### src/fou_pkg.sv
// Package with register map, field positions and types for the flash operation control block.
package fou_pkg;

    // Register byte offsets on the peripheral bus.
    localparam logic [7:0] CTRL_OFS = 8'h00;
    localparam logic [7:0] CTRL_CLR_OFS = 8'h04;
    localparam logic [7:0] CTRL_SET_OFS = 8'h08;
    localparam logic [7:0] CTRL_INV_OFS = 8'h0C;
    localparam logic [7:0] KEY_OFS = 8'h10;

    // Control register field positions.
    localparam int TRIG_BIT = 15;
    localparam int PEN_BIT = 14;
    localparam int FAIL_BIT = 13;
    localparam int UVERR_BIT = 12;
    localparam int UVACT_BIT = 11;
    localparam int PIDL_BIT = 10;
    localparam int OPSEL_LSB = 0;
    localparam int OPSEL_MSB = 3;

    // Unlock key words.
    localparam logic [31:0] KEY_FIRST = 32'hAA99_6655;
    localparam logic [31:0] KEY_SECOND = 32'h5566_99AA;

    localparam logic [31:0] ZERO_WORD = 32'h0000_0000;

    // Operation select codes.
    typedef enum logic [3:0] {
        OP_NOP = 4'h0,
        OP_WORD = 4'h1,
        OP_DWORD = 4'h2,
        OP_ROW = 4'h3,
        OP_PAGE_ERASE = 4'h4,
        OP_ARRAY_ERASE = 4'h5,
        OP_NOP6 = 4'h6
    } fou_op_t;

    // Peripheral bus request.
    typedef struct packed {
        logic wr;
        logic rd;
        logic [7:0] addr;
        logic [31:0] wdata;
    } fou_bus_req_t;

    // Request to the array engine.
    typedef struct packed {
        logic start;
        logic [3:0] op;
        logic [31:0] target;
    } fou_array_req_t;

endpackage

### src/fou_unlock.sv
// Unlock key tracker that opens the control register for one bus transaction.
`timescale 1ns/100ps

module fou_unlock (
    // Clock and reset.
    input wire logic ref_clk,
    input wire logic arst_n,
    // Bus activity.
    input wire logic bus_xact,
    input wire logic key_wr,
    input wire logic [31:0] key_data,
    // Result.
    output logic unlocked
);

    logic first_seen;
    logic next_first_seen;
    logic next_unlocked;

    // First key recorded for the next transaction.
    assign next_first_seen = key_wr && (key_data == fou_pkg::KEY_FIRST);
    assign next_unlocked = key_wr && first_seen && (key_data == fou_pkg::KEY_SECOND);

    always_ff @(posedge ref_clk or negedge arst_n) begin
        if (!arst_n) begin
            first_seen <= 1'b0;
            unlocked <= 1'b0;
        end else if (bus_xact) begin
            first_seen <= next_first_seen;
            unlocked <= next_unlocked;
        end
    end

endmodule

### src/fou_ctrl.sv
// Flash operation control register, unlock gating and operation launch.
`timescale 1ns/100ps

// Notes on behaviour
// - Setting bit 15 starts the operation; hardware clears it on completion.
// - Trigger writes accepted only with enable set and fresh unlock.
// - Enable bit 14 permits trigger writes and powers undervoltage detector.
// - Failure flag bit 13 is read-only, set when an operation fails.
// - Undervoltage error bit 12 set when detector sees low voltage.
// - Undervoltage active bit 11 follows current low-voltage condition.
// - Idle power-down bit 10 removes array power in Idle when set.
// - Trigger with no-operation code clears flags and idle power-down bit.
// - Operation select writable only while enable bit is zero.
// - Codes 1-3 program word, double word, row; 0 and 6 do nothing.
// - Code four erases the page at the target location.
// - Code five erases whole array only when no page is protected.
// - Program and erase act only on unprotected targets.
// - After unlock, only the next bus transaction may write control.
// - Unlock key register is write-only and reads zero.
// - Enable bit returns to zero on any reset.
// - Control bits 31-16 and 9-4 read as zero.
// - Clear, set and invert aliases at offsets 4, 8 and 12.
module fou_ctrl (
    // Clock and reset.
    input wire logic ref_clk,
    input wire logic arst_n,
    // Peripheral bus.
    input wire fou_pkg::fou_bus_req_t bus_req,
    output logic [31:0] bus_rdata,
    // Array engine.
    input wire logic [31:0] target_location_reg,
    input wire logic target_protected,
    input wire logic any_page_protected,
    input wire logic array_done,
    input wire logic array_fail,
    output fou_pkg::fou_array_req_t array_req,
    // Undervoltage detector and power.
    input wire logic low_voltage,
    input wire logic idle_mode,
    output logic undervoltage_detector_en,
    output logic array_power_off
);

    // Control register state.
    logic trigger;
    logic program_enable;
    logic op_fail_flag;
    logic undervolt_error;
    logic undervolt_active;
    logic idle_powerdown_enable;
    logic [3:0] operation_select;
    logic busy;

    // Low voltage synchroniser.
    logic lv_meta;
    logic lv_sync;

    // Bus decode.
    logic bus_xact;
    logic ctrl_hit;
    logic key_wr;
    logic unlocked;
    logic [31:0] ctrl_word;
    logic [31:0] next_ctrl;
    logic [31:0] next_rdata;
    logic ctrl_wr_ok;
    logic next_trig_req;
    logic launch;
    logic nop_trigger;
    logic op_valid;
    logic [3:0] next_opsel;

    function automatic logic [31:0] alias_apply(input logic [7:0] addr,
                                                input logic [31:0] cur,
                                                input logic [31:0] wd);
        case (addr)
            fou_pkg::CTRL_OFS: alias_apply = wd;
            fou_pkg::CTRL_CLR_OFS: alias_apply = cur & ~wd;
            fou_pkg::CTRL_SET_OFS: alias_apply = cur | wd;
            fou_pkg::CTRL_INV_OFS: alias_apply = cur ^ wd;
            default: alias_apply = cur;
        endcase
    endfunction

    assign bus_xact = bus_req.wr || bus_req.rd;
    assign ctrl_hit = bus_req.wr && ((bus_req.addr == fou_pkg::CTRL_OFS)
        || (bus_req.addr == fou_pkg::CTRL_CLR_OFS)
        || (bus_req.addr == fou_pkg::CTRL_SET_OFS)
        || (bus_req.addr == fou_pkg::CTRL_INV_OFS));
    assign key_wr = bus_req.wr && (bus_req.addr == fou_pkg::KEY_OFS);

    always_comb begin
        ctrl_word = fou_pkg::ZERO_WORD;
        ctrl_word[fou_pkg::TRIG_BIT] = trigger;
        ctrl_word[fou_pkg::PEN_BIT] = program_enable;
        ctrl_word[fou_pkg::FAIL_BIT] = op_fail_flag;
        ctrl_word[fou_pkg::UVERR_BIT] = undervolt_error;
        ctrl_word[fou_pkg::UVACT_BIT] = undervolt_active;
        ctrl_word[fou_pkg::PIDL_BIT] = idle_powerdown_enable;
        ctrl_word[fou_pkg::OPSEL_MSB:fou_pkg::OPSEL_LSB] = operation_select;
    end

    assign next_ctrl = alias_apply(bus_req.addr, ctrl_word, bus_req.wdata);

    assign ctrl_wr_ok = ctrl_hit && unlocked;

    assign next_trig_req = ctrl_wr_ok && program_enable && !trigger
        && next_ctrl[fou_pkg::TRIG_BIT];
    assign launch = next_trig_req;

    assign next_opsel = (ctrl_wr_ok && !program_enable)
        ? next_ctrl[fou_pkg::OPSEL_MSB:fou_pkg::OPSEL_LSB] : operation_select;

    assign nop_trigger = launch && (operation_select == fou_pkg::OP_NOP);

    // array erase needs no protected page.
    always_comb begin
        case (operation_select)
            fou_pkg::OP_WORD, fou_pkg::OP_DWORD, fou_pkg::OP_ROW,
            fou_pkg::OP_PAGE_ERASE: op_valid = !target_protected;
            fou_pkg::OP_ARRAY_ERASE: op_valid = !any_page_protected;
            default: op_valid = 1'b0;
        endcase
    end

    assign next_rdata = (bus_req.rd && bus_req.addr == fou_pkg::CTRL_OFS)
        ? ctrl_word : fou_pkg::ZERO_WORD;

    fou_unlock u_unlock (
        .ref_clk(ref_clk),
        .arst_n(arst_n),
        .bus_xact(bus_xact),
        .key_wr(key_wr),
        .key_data(bus_req.wdata),
        .unlocked(unlocked)
    );

    always_ff @(posedge ref_clk or negedge arst_n) begin
        if (!arst_n) begin
            lv_meta <= 1'b0;
            lv_sync <= 1'b0;
        end else begin
            lv_meta <= low_voltage;
            lv_sync <= lv_meta;
        end
    end

    always_ff @(posedge ref_clk or negedge arst_n) begin
        if (!arst_n) begin
            program_enable <= 1'b0;
            operation_select <= 4'h0;
            idle_powerdown_enable <= 1'b0;
        end else begin
            operation_select <= next_opsel;
            if (ctrl_wr_ok && !trigger) begin
                program_enable <= next_ctrl[fou_pkg::PEN_BIT];
            end
            if (nop_trigger) begin
                idle_powerdown_enable <= 1'b0;
            end else if (ctrl_wr_ok) begin
                idle_powerdown_enable <= next_ctrl[fou_pkg::PIDL_BIT];
            end
        end
    end

    always_ff @(posedge ref_clk or negedge arst_n) begin
        if (!arst_n) begin
            trigger <= 1'b0;
            busy <= 1'b0;
        end else if (launch) begin
            trigger <= 1'b1;
            busy <= op_valid;
        end else if (trigger && (!busy || array_done)) begin
            trigger <= 1'b0;
            busy <= 1'b0;
        end
    end

    always_ff @(posedge ref_clk or negedge arst_n) begin
        if (!arst_n) begin
            op_fail_flag <= 1'b0;
            undervolt_error <= 1'b0;
            undervolt_active <= 1'b0;
        end else begin
            undervolt_active <= program_enable && lv_sync;
            if (busy && array_done && array_fail) begin
                op_fail_flag <= 1'b1;
            end else if (nop_trigger) begin
                op_fail_flag <= 1'b0;
            end
            if (program_enable && lv_sync) begin
                undervolt_error <= 1'b1;
            end else if (nop_trigger) begin
                undervolt_error <= 1'b0;
            end
        end
    end

    always_ff @(posedge ref_clk or negedge arst_n) begin
        if (!arst_n) begin
            bus_rdata <= fou_pkg::ZERO_WORD;
            array_req <= '0;
            undervoltage_detector_en <= 1'b0;
            array_power_off <= 1'b0;
        end else begin
            bus_rdata <= next_rdata;
            array_req.start <= launch && op_valid;
            array_req.op <= operation_select;
            array_req.target <= target_location_reg;
            undervoltage_detector_en <= next_ctrl[fou_pkg::PEN_BIT] && ctrl_wr_ok && !trigger
                ? 1'b1 : (ctrl_wr_ok && !trigger ? 1'b0 : program_enable);
            array_power_off <= idle_powerdown_enable && idle_mode;
        end
    end

endmodule

### config.mk
export PLATFORM = sky130hd
export DESIGN_NAME = fou_ctrl
export DESIGN_NICKNAME = d
export VERILOG_FILES = /design/src/fou_pkg.sv /design/src/fou_unlock.sv /design/src/fou_ctrl.sv
export SDC_FILE = /design/constraint.sdc
export NUM_CORES = 1
export LEC_CHECK = 0
export BUFFER_PORTS_ARGS = -buffer_cell sky130_fd_sc_hd__buf_2
export CORE_MARGIN = 4
export CORE_UTILIZATION = 48
export CTS_CLUSTER_DIAMETER = 60
export DETAILED_ROUTE_END_ITERATION = 6
export PLACE_DENSITY = 0.95
export REMOVE_ABC_BUFFERS = 1
export SLEW_MARGIN = 20
export SYNTH_ARGS = -nofsm -noshare
export SYNTH_HDL_FRONTEND = slang
export SYNTH_HIERARCHICAL = 1
export SYNTH_SLANG_ARGS = --single-unit
### constraint.sdc
create_clock -name ref_clk -period 4 [get_ports ref_clk]
set_input_delay 0.2 -clock ref_clk [delete_from_list [all_inputs] [get_ports ref_clk]]
set_output_delay 0.2 -clock ref_clk [all_outputs]
set_load 0.02 [all_outputs]
==> results.md <==
* Final setup fails at 0
* Syn Inst Count at between 200 and 250
* Critical path class: register to register
* Cell Rows at 27
* Root Buffer: clkbuf_8
* RePlAce Congestion at 0.783
* Drt wl/cell at 14.5 µm
* Layout area overhead at 42.4%
* Largest net degree at the start of global routing at 43
* R2R Setup Slk at roughly 2.0 ns
* DP HPWL at 4.76 mm
* DIE WIDTH at approximately 84 µm
* Final core occ at 0.711
* Post_cts resized at 0
* Fin Setup TNS at 0 ns
* Crit share post-route at 0.492
* Area of the core at about 5600 µm²
* Initial DRC count at 68
* Fmax at 508 MHz
* Final Non-Filler Cells at 460
* Total GRT Usage at 0.192
* Worst path cell trace: inv_1 > ha_1 > mux4_2 > nand3_1 > mux2_2
* Clock slew at reported path FFs at ~0.070 ns
* DP Cell Count at approximately 410
* Cell taking the most area after synthesis: dfrtp_1
* Hold path cells at 2
* R2R Path End: busy$_DFFE_PN0P_
* Design area at 3970 µm²
* Vias in the first global route at roughly 2300
* Filler instances at roughly 410
* CP arrival at 2.18 ns
* Share of cells above drive strength 1 at 0.428
* Post-CTS Setup Inserts at 0
* Slew HR at 0.663
* Via count at roughly 2200
* Yosys warns at 6
* Antenna Nets Post-Route at 0
* Port buffer count at between 100 and 150
* Worst Setup Start Kind: register
* Initial Utilization at 0.499
* Unrepaired setup endpoints after global routing: no
* Slowest CP cell: dfrtp_1
* Top cell type's share of synthesized area at 0.575
* First-pass DRT Iterations at 4
* H-Tree Depth at 3
* Synth area leaders: dfrtp_1 58%, ha_1 6.3%, buf_4 5.9%
* Required time of the critical path at around 4.2 ns
* #FFs+latches synth at 64
* Post-Route Skew at between 0.007 and 0.008 ns
* DIE HEIGHT at 84.2 µm
* Avg Inst Size Synth at about 13 µm²
* Number of top-level pins at 153
* Reg2Reg Depth at 5
* Hold path startpoint: idle_mode
* Antenna Cells at 0
* Pwr dens at approximately 340 nW/µm²
* Worst-Skew Late Latency at 0.33 ns
* CP Max Fanout at 6
* Min cycle time layout at roughly 2 ns
* Maximum VDD drop at ~0.22 mV
* TritonCTS clock tree: yes
* Worst Max-Slew Pin Slew at 0.506 ns
* Total CTS buffers at 9
* Clock sinks at 64
* Placed cell areas at between 3000 and 4000 µm²
* CP Capture Type: register
* DR DRC count at 0
* Final Slew Violations at 0
* DIE AREA at 7080 µm²
* Drt via density at 4.79
* Post-Syn Area at about 2800 µm²
* Max-cap violations at 0
* Status: finished, final reports clean
* Register area share after synthesis at 0.575
* Final Hold Fails at 0
* HP Class: primary input to register
* P_leak at 2.06 nW
* Worst-case clock buffer depth at 2
* Nets at 480
* First-pass GRT wire length at approximately 11 mm
* Critical path origin: trigger$_DFFE_PN0P_
* Global route overflow at 0
* CP peak stage delay at approximately 0.48 ns
* FF-to-FF Start: trigger$_DFFE_PN0P_
* Synth cell types at 40
* Initial antenna violation count at 0
* Total Wirelength at about 6.7 mm
* Hold Path End: array_power_off$_DFF_PN0_
cell families after synthesis:
kind of cell	share of synthesized area
flip-flops	0.575
AND/OR/NAND/NOR	0.162
AO/OA/AOI/OAI	0.0279
adder cells (fa/ha/maj)	0.0629
other	0.00135
buffers and inverters	0.0948
multiplexers	0.0760
cell usage after synthesis (all sizes together):
cell	instances
a21boi	1
a21o	1
a21oi	1
a32o	1
and2	13
and3	2
and4b	1
and4bb	3
buf	22
clkbuf	3
conb	1
dfrtp	64
ha	14
inv	23
mux2	3
mux2i	2
mux4	7
nand2	3
nand3	3
nand3b	1
nand4	9
nand4b	2
nand4bb	2
nor2	5
nor2b	4
nor3	3
nor4	2
nor4b	2
nor4bb	4
o21ai	5
o22ai	1
o32ai	1
or2	1
or4	1
or4b	1
registers in the layout (all words and copies together) (netlist names):
signal                    cells
busy                          1
array_power_off               1
trigger                       1
program_enable                1
u_unlock/unlocked             1
array_req                    37
op_fail_flag                  1
u_unlock/first_seen           1
undervoltage_detector_en      1
idle_powerdown_enable         1
lv_meta                       1
bus_rdata                    10
lv_sync                       1
operation_select              4
undervolt_active              1
undervolt_error               1
layer usage:
layer	global-route usage	routed length [µm]	share of wire
met5	0	0	0
met4	0.0980	167	0.025
met3	0.0530	668	0.10
met2	0.315	3210	0.48
met1	0.232	2610	0.39
power by group:
group | leakage, nW | switching, mW | internal, mW
registers | 0.774 | 0.00432 | 0.665
clock network | 0.0975 | 0.223 | 0.288
logic | 1.18 | 0.0957 | 0.0806
total | 2.06 | 0.323 | 1.03
timing repair:
action,in CTS,in global routing
hold buffers,34,0
setup endpoints to repair,0,0
endpoints found under the hold margin,55,0
metrics by stage:
stage / hold WS [ns] / total power, mW / worst slack (ns)
4_1_cts: 0.0628 / 1.37 / 2.04
2_1_floorplan: -0.0956 / 0.749 / 2.18
6_report: 0.0792 / 1.36 / 2.03
3_5_place_dp: 0.196 / 0.832 / 2.03
5_1_grt: 0.0826 / 1.42 / 1.99
3_3_place_gp: 0.185 / 0.826 / 2.06
layout by cell type, fill, tap and decap left out, types with 2 or more instances in the layout:
cell type / Yosys / final
mux4_2: 7 / 7
nand2_1: 3 / 3
nand4_1: 9 / 9
and2_1: 12 / 12
nor4bb_1: 4 / 4
nor3_1: 2 / 2
dfrtp_1: 64 / 64
dlygate4sd3_1: 0 / 34
and3_1: 2 / 2
nand4b_1: 2 / 2
mux2i_1: 2 / 2
nand4bb_1: 2 / 2
o21ai_0: 5 / 5
buf_2: 0 / 130
ha_1: 14 / 14
clkbuf_8: 0 / 13
mux2_2: 3 / 3
nor2_1: 4 / 4
inv_1: 23 / 23
nand3_1: 3 / 3
conb_1: 1 / 22
and4bb_2: 3 / 3
nor4_1: 2 / 2
nor2b_1: 4 / 4
worst max-delay path, delay by kind of cell, from the launching register on:
family / cells / cell delay (ns)
multiplexers: 2 / 0.83
adder cells (fa/ha/maj): 1 / 0.29
AND/OR/NAND/NOR: 1 / 0.15
flip-flops: 1 / 0.48
buffers and inverters: 1 / 0.09
layout make-up:
| class | count | area [µm²] | share of cell area |
|---|---|---|---|
| repair buffers | 165 | 998 | 0.252 |
| inverters | 23 | 86.3 | 0.0218 |
| flip-flops and latches | 64 | 1600 | 0.404 |
| well taps | 72 | 90.1 | 0.0227 |
| clock buffers | 13 | 179 | 0.0451 |
| multi-input cells | 121 | 997 | 0.251 |
| clock inverters | 2 | 12.5 | 0.00316 |
worst max path at each step:
stage / slack [ns] / to / cells past startpoint
detailed placement: 2.03 / undervoltage_detector_en$_DFF_PN0_ / 5
floorplan: 2.18 / busy$_DFFE_PN0P_ / 5
CTS: 2.04 / busy$_DFFE_PN0P_ / 5
global route: 1.99 / busy$_DFFE_PN0P_ / 5
finish: 2.03 / busy$_DFFE_PN0P_ / 5
global placement: 2.06 / undervoltage_detector_en$_DFF_PN0_ / 5
Note: power is estimated with default switching activity, not from simulation.
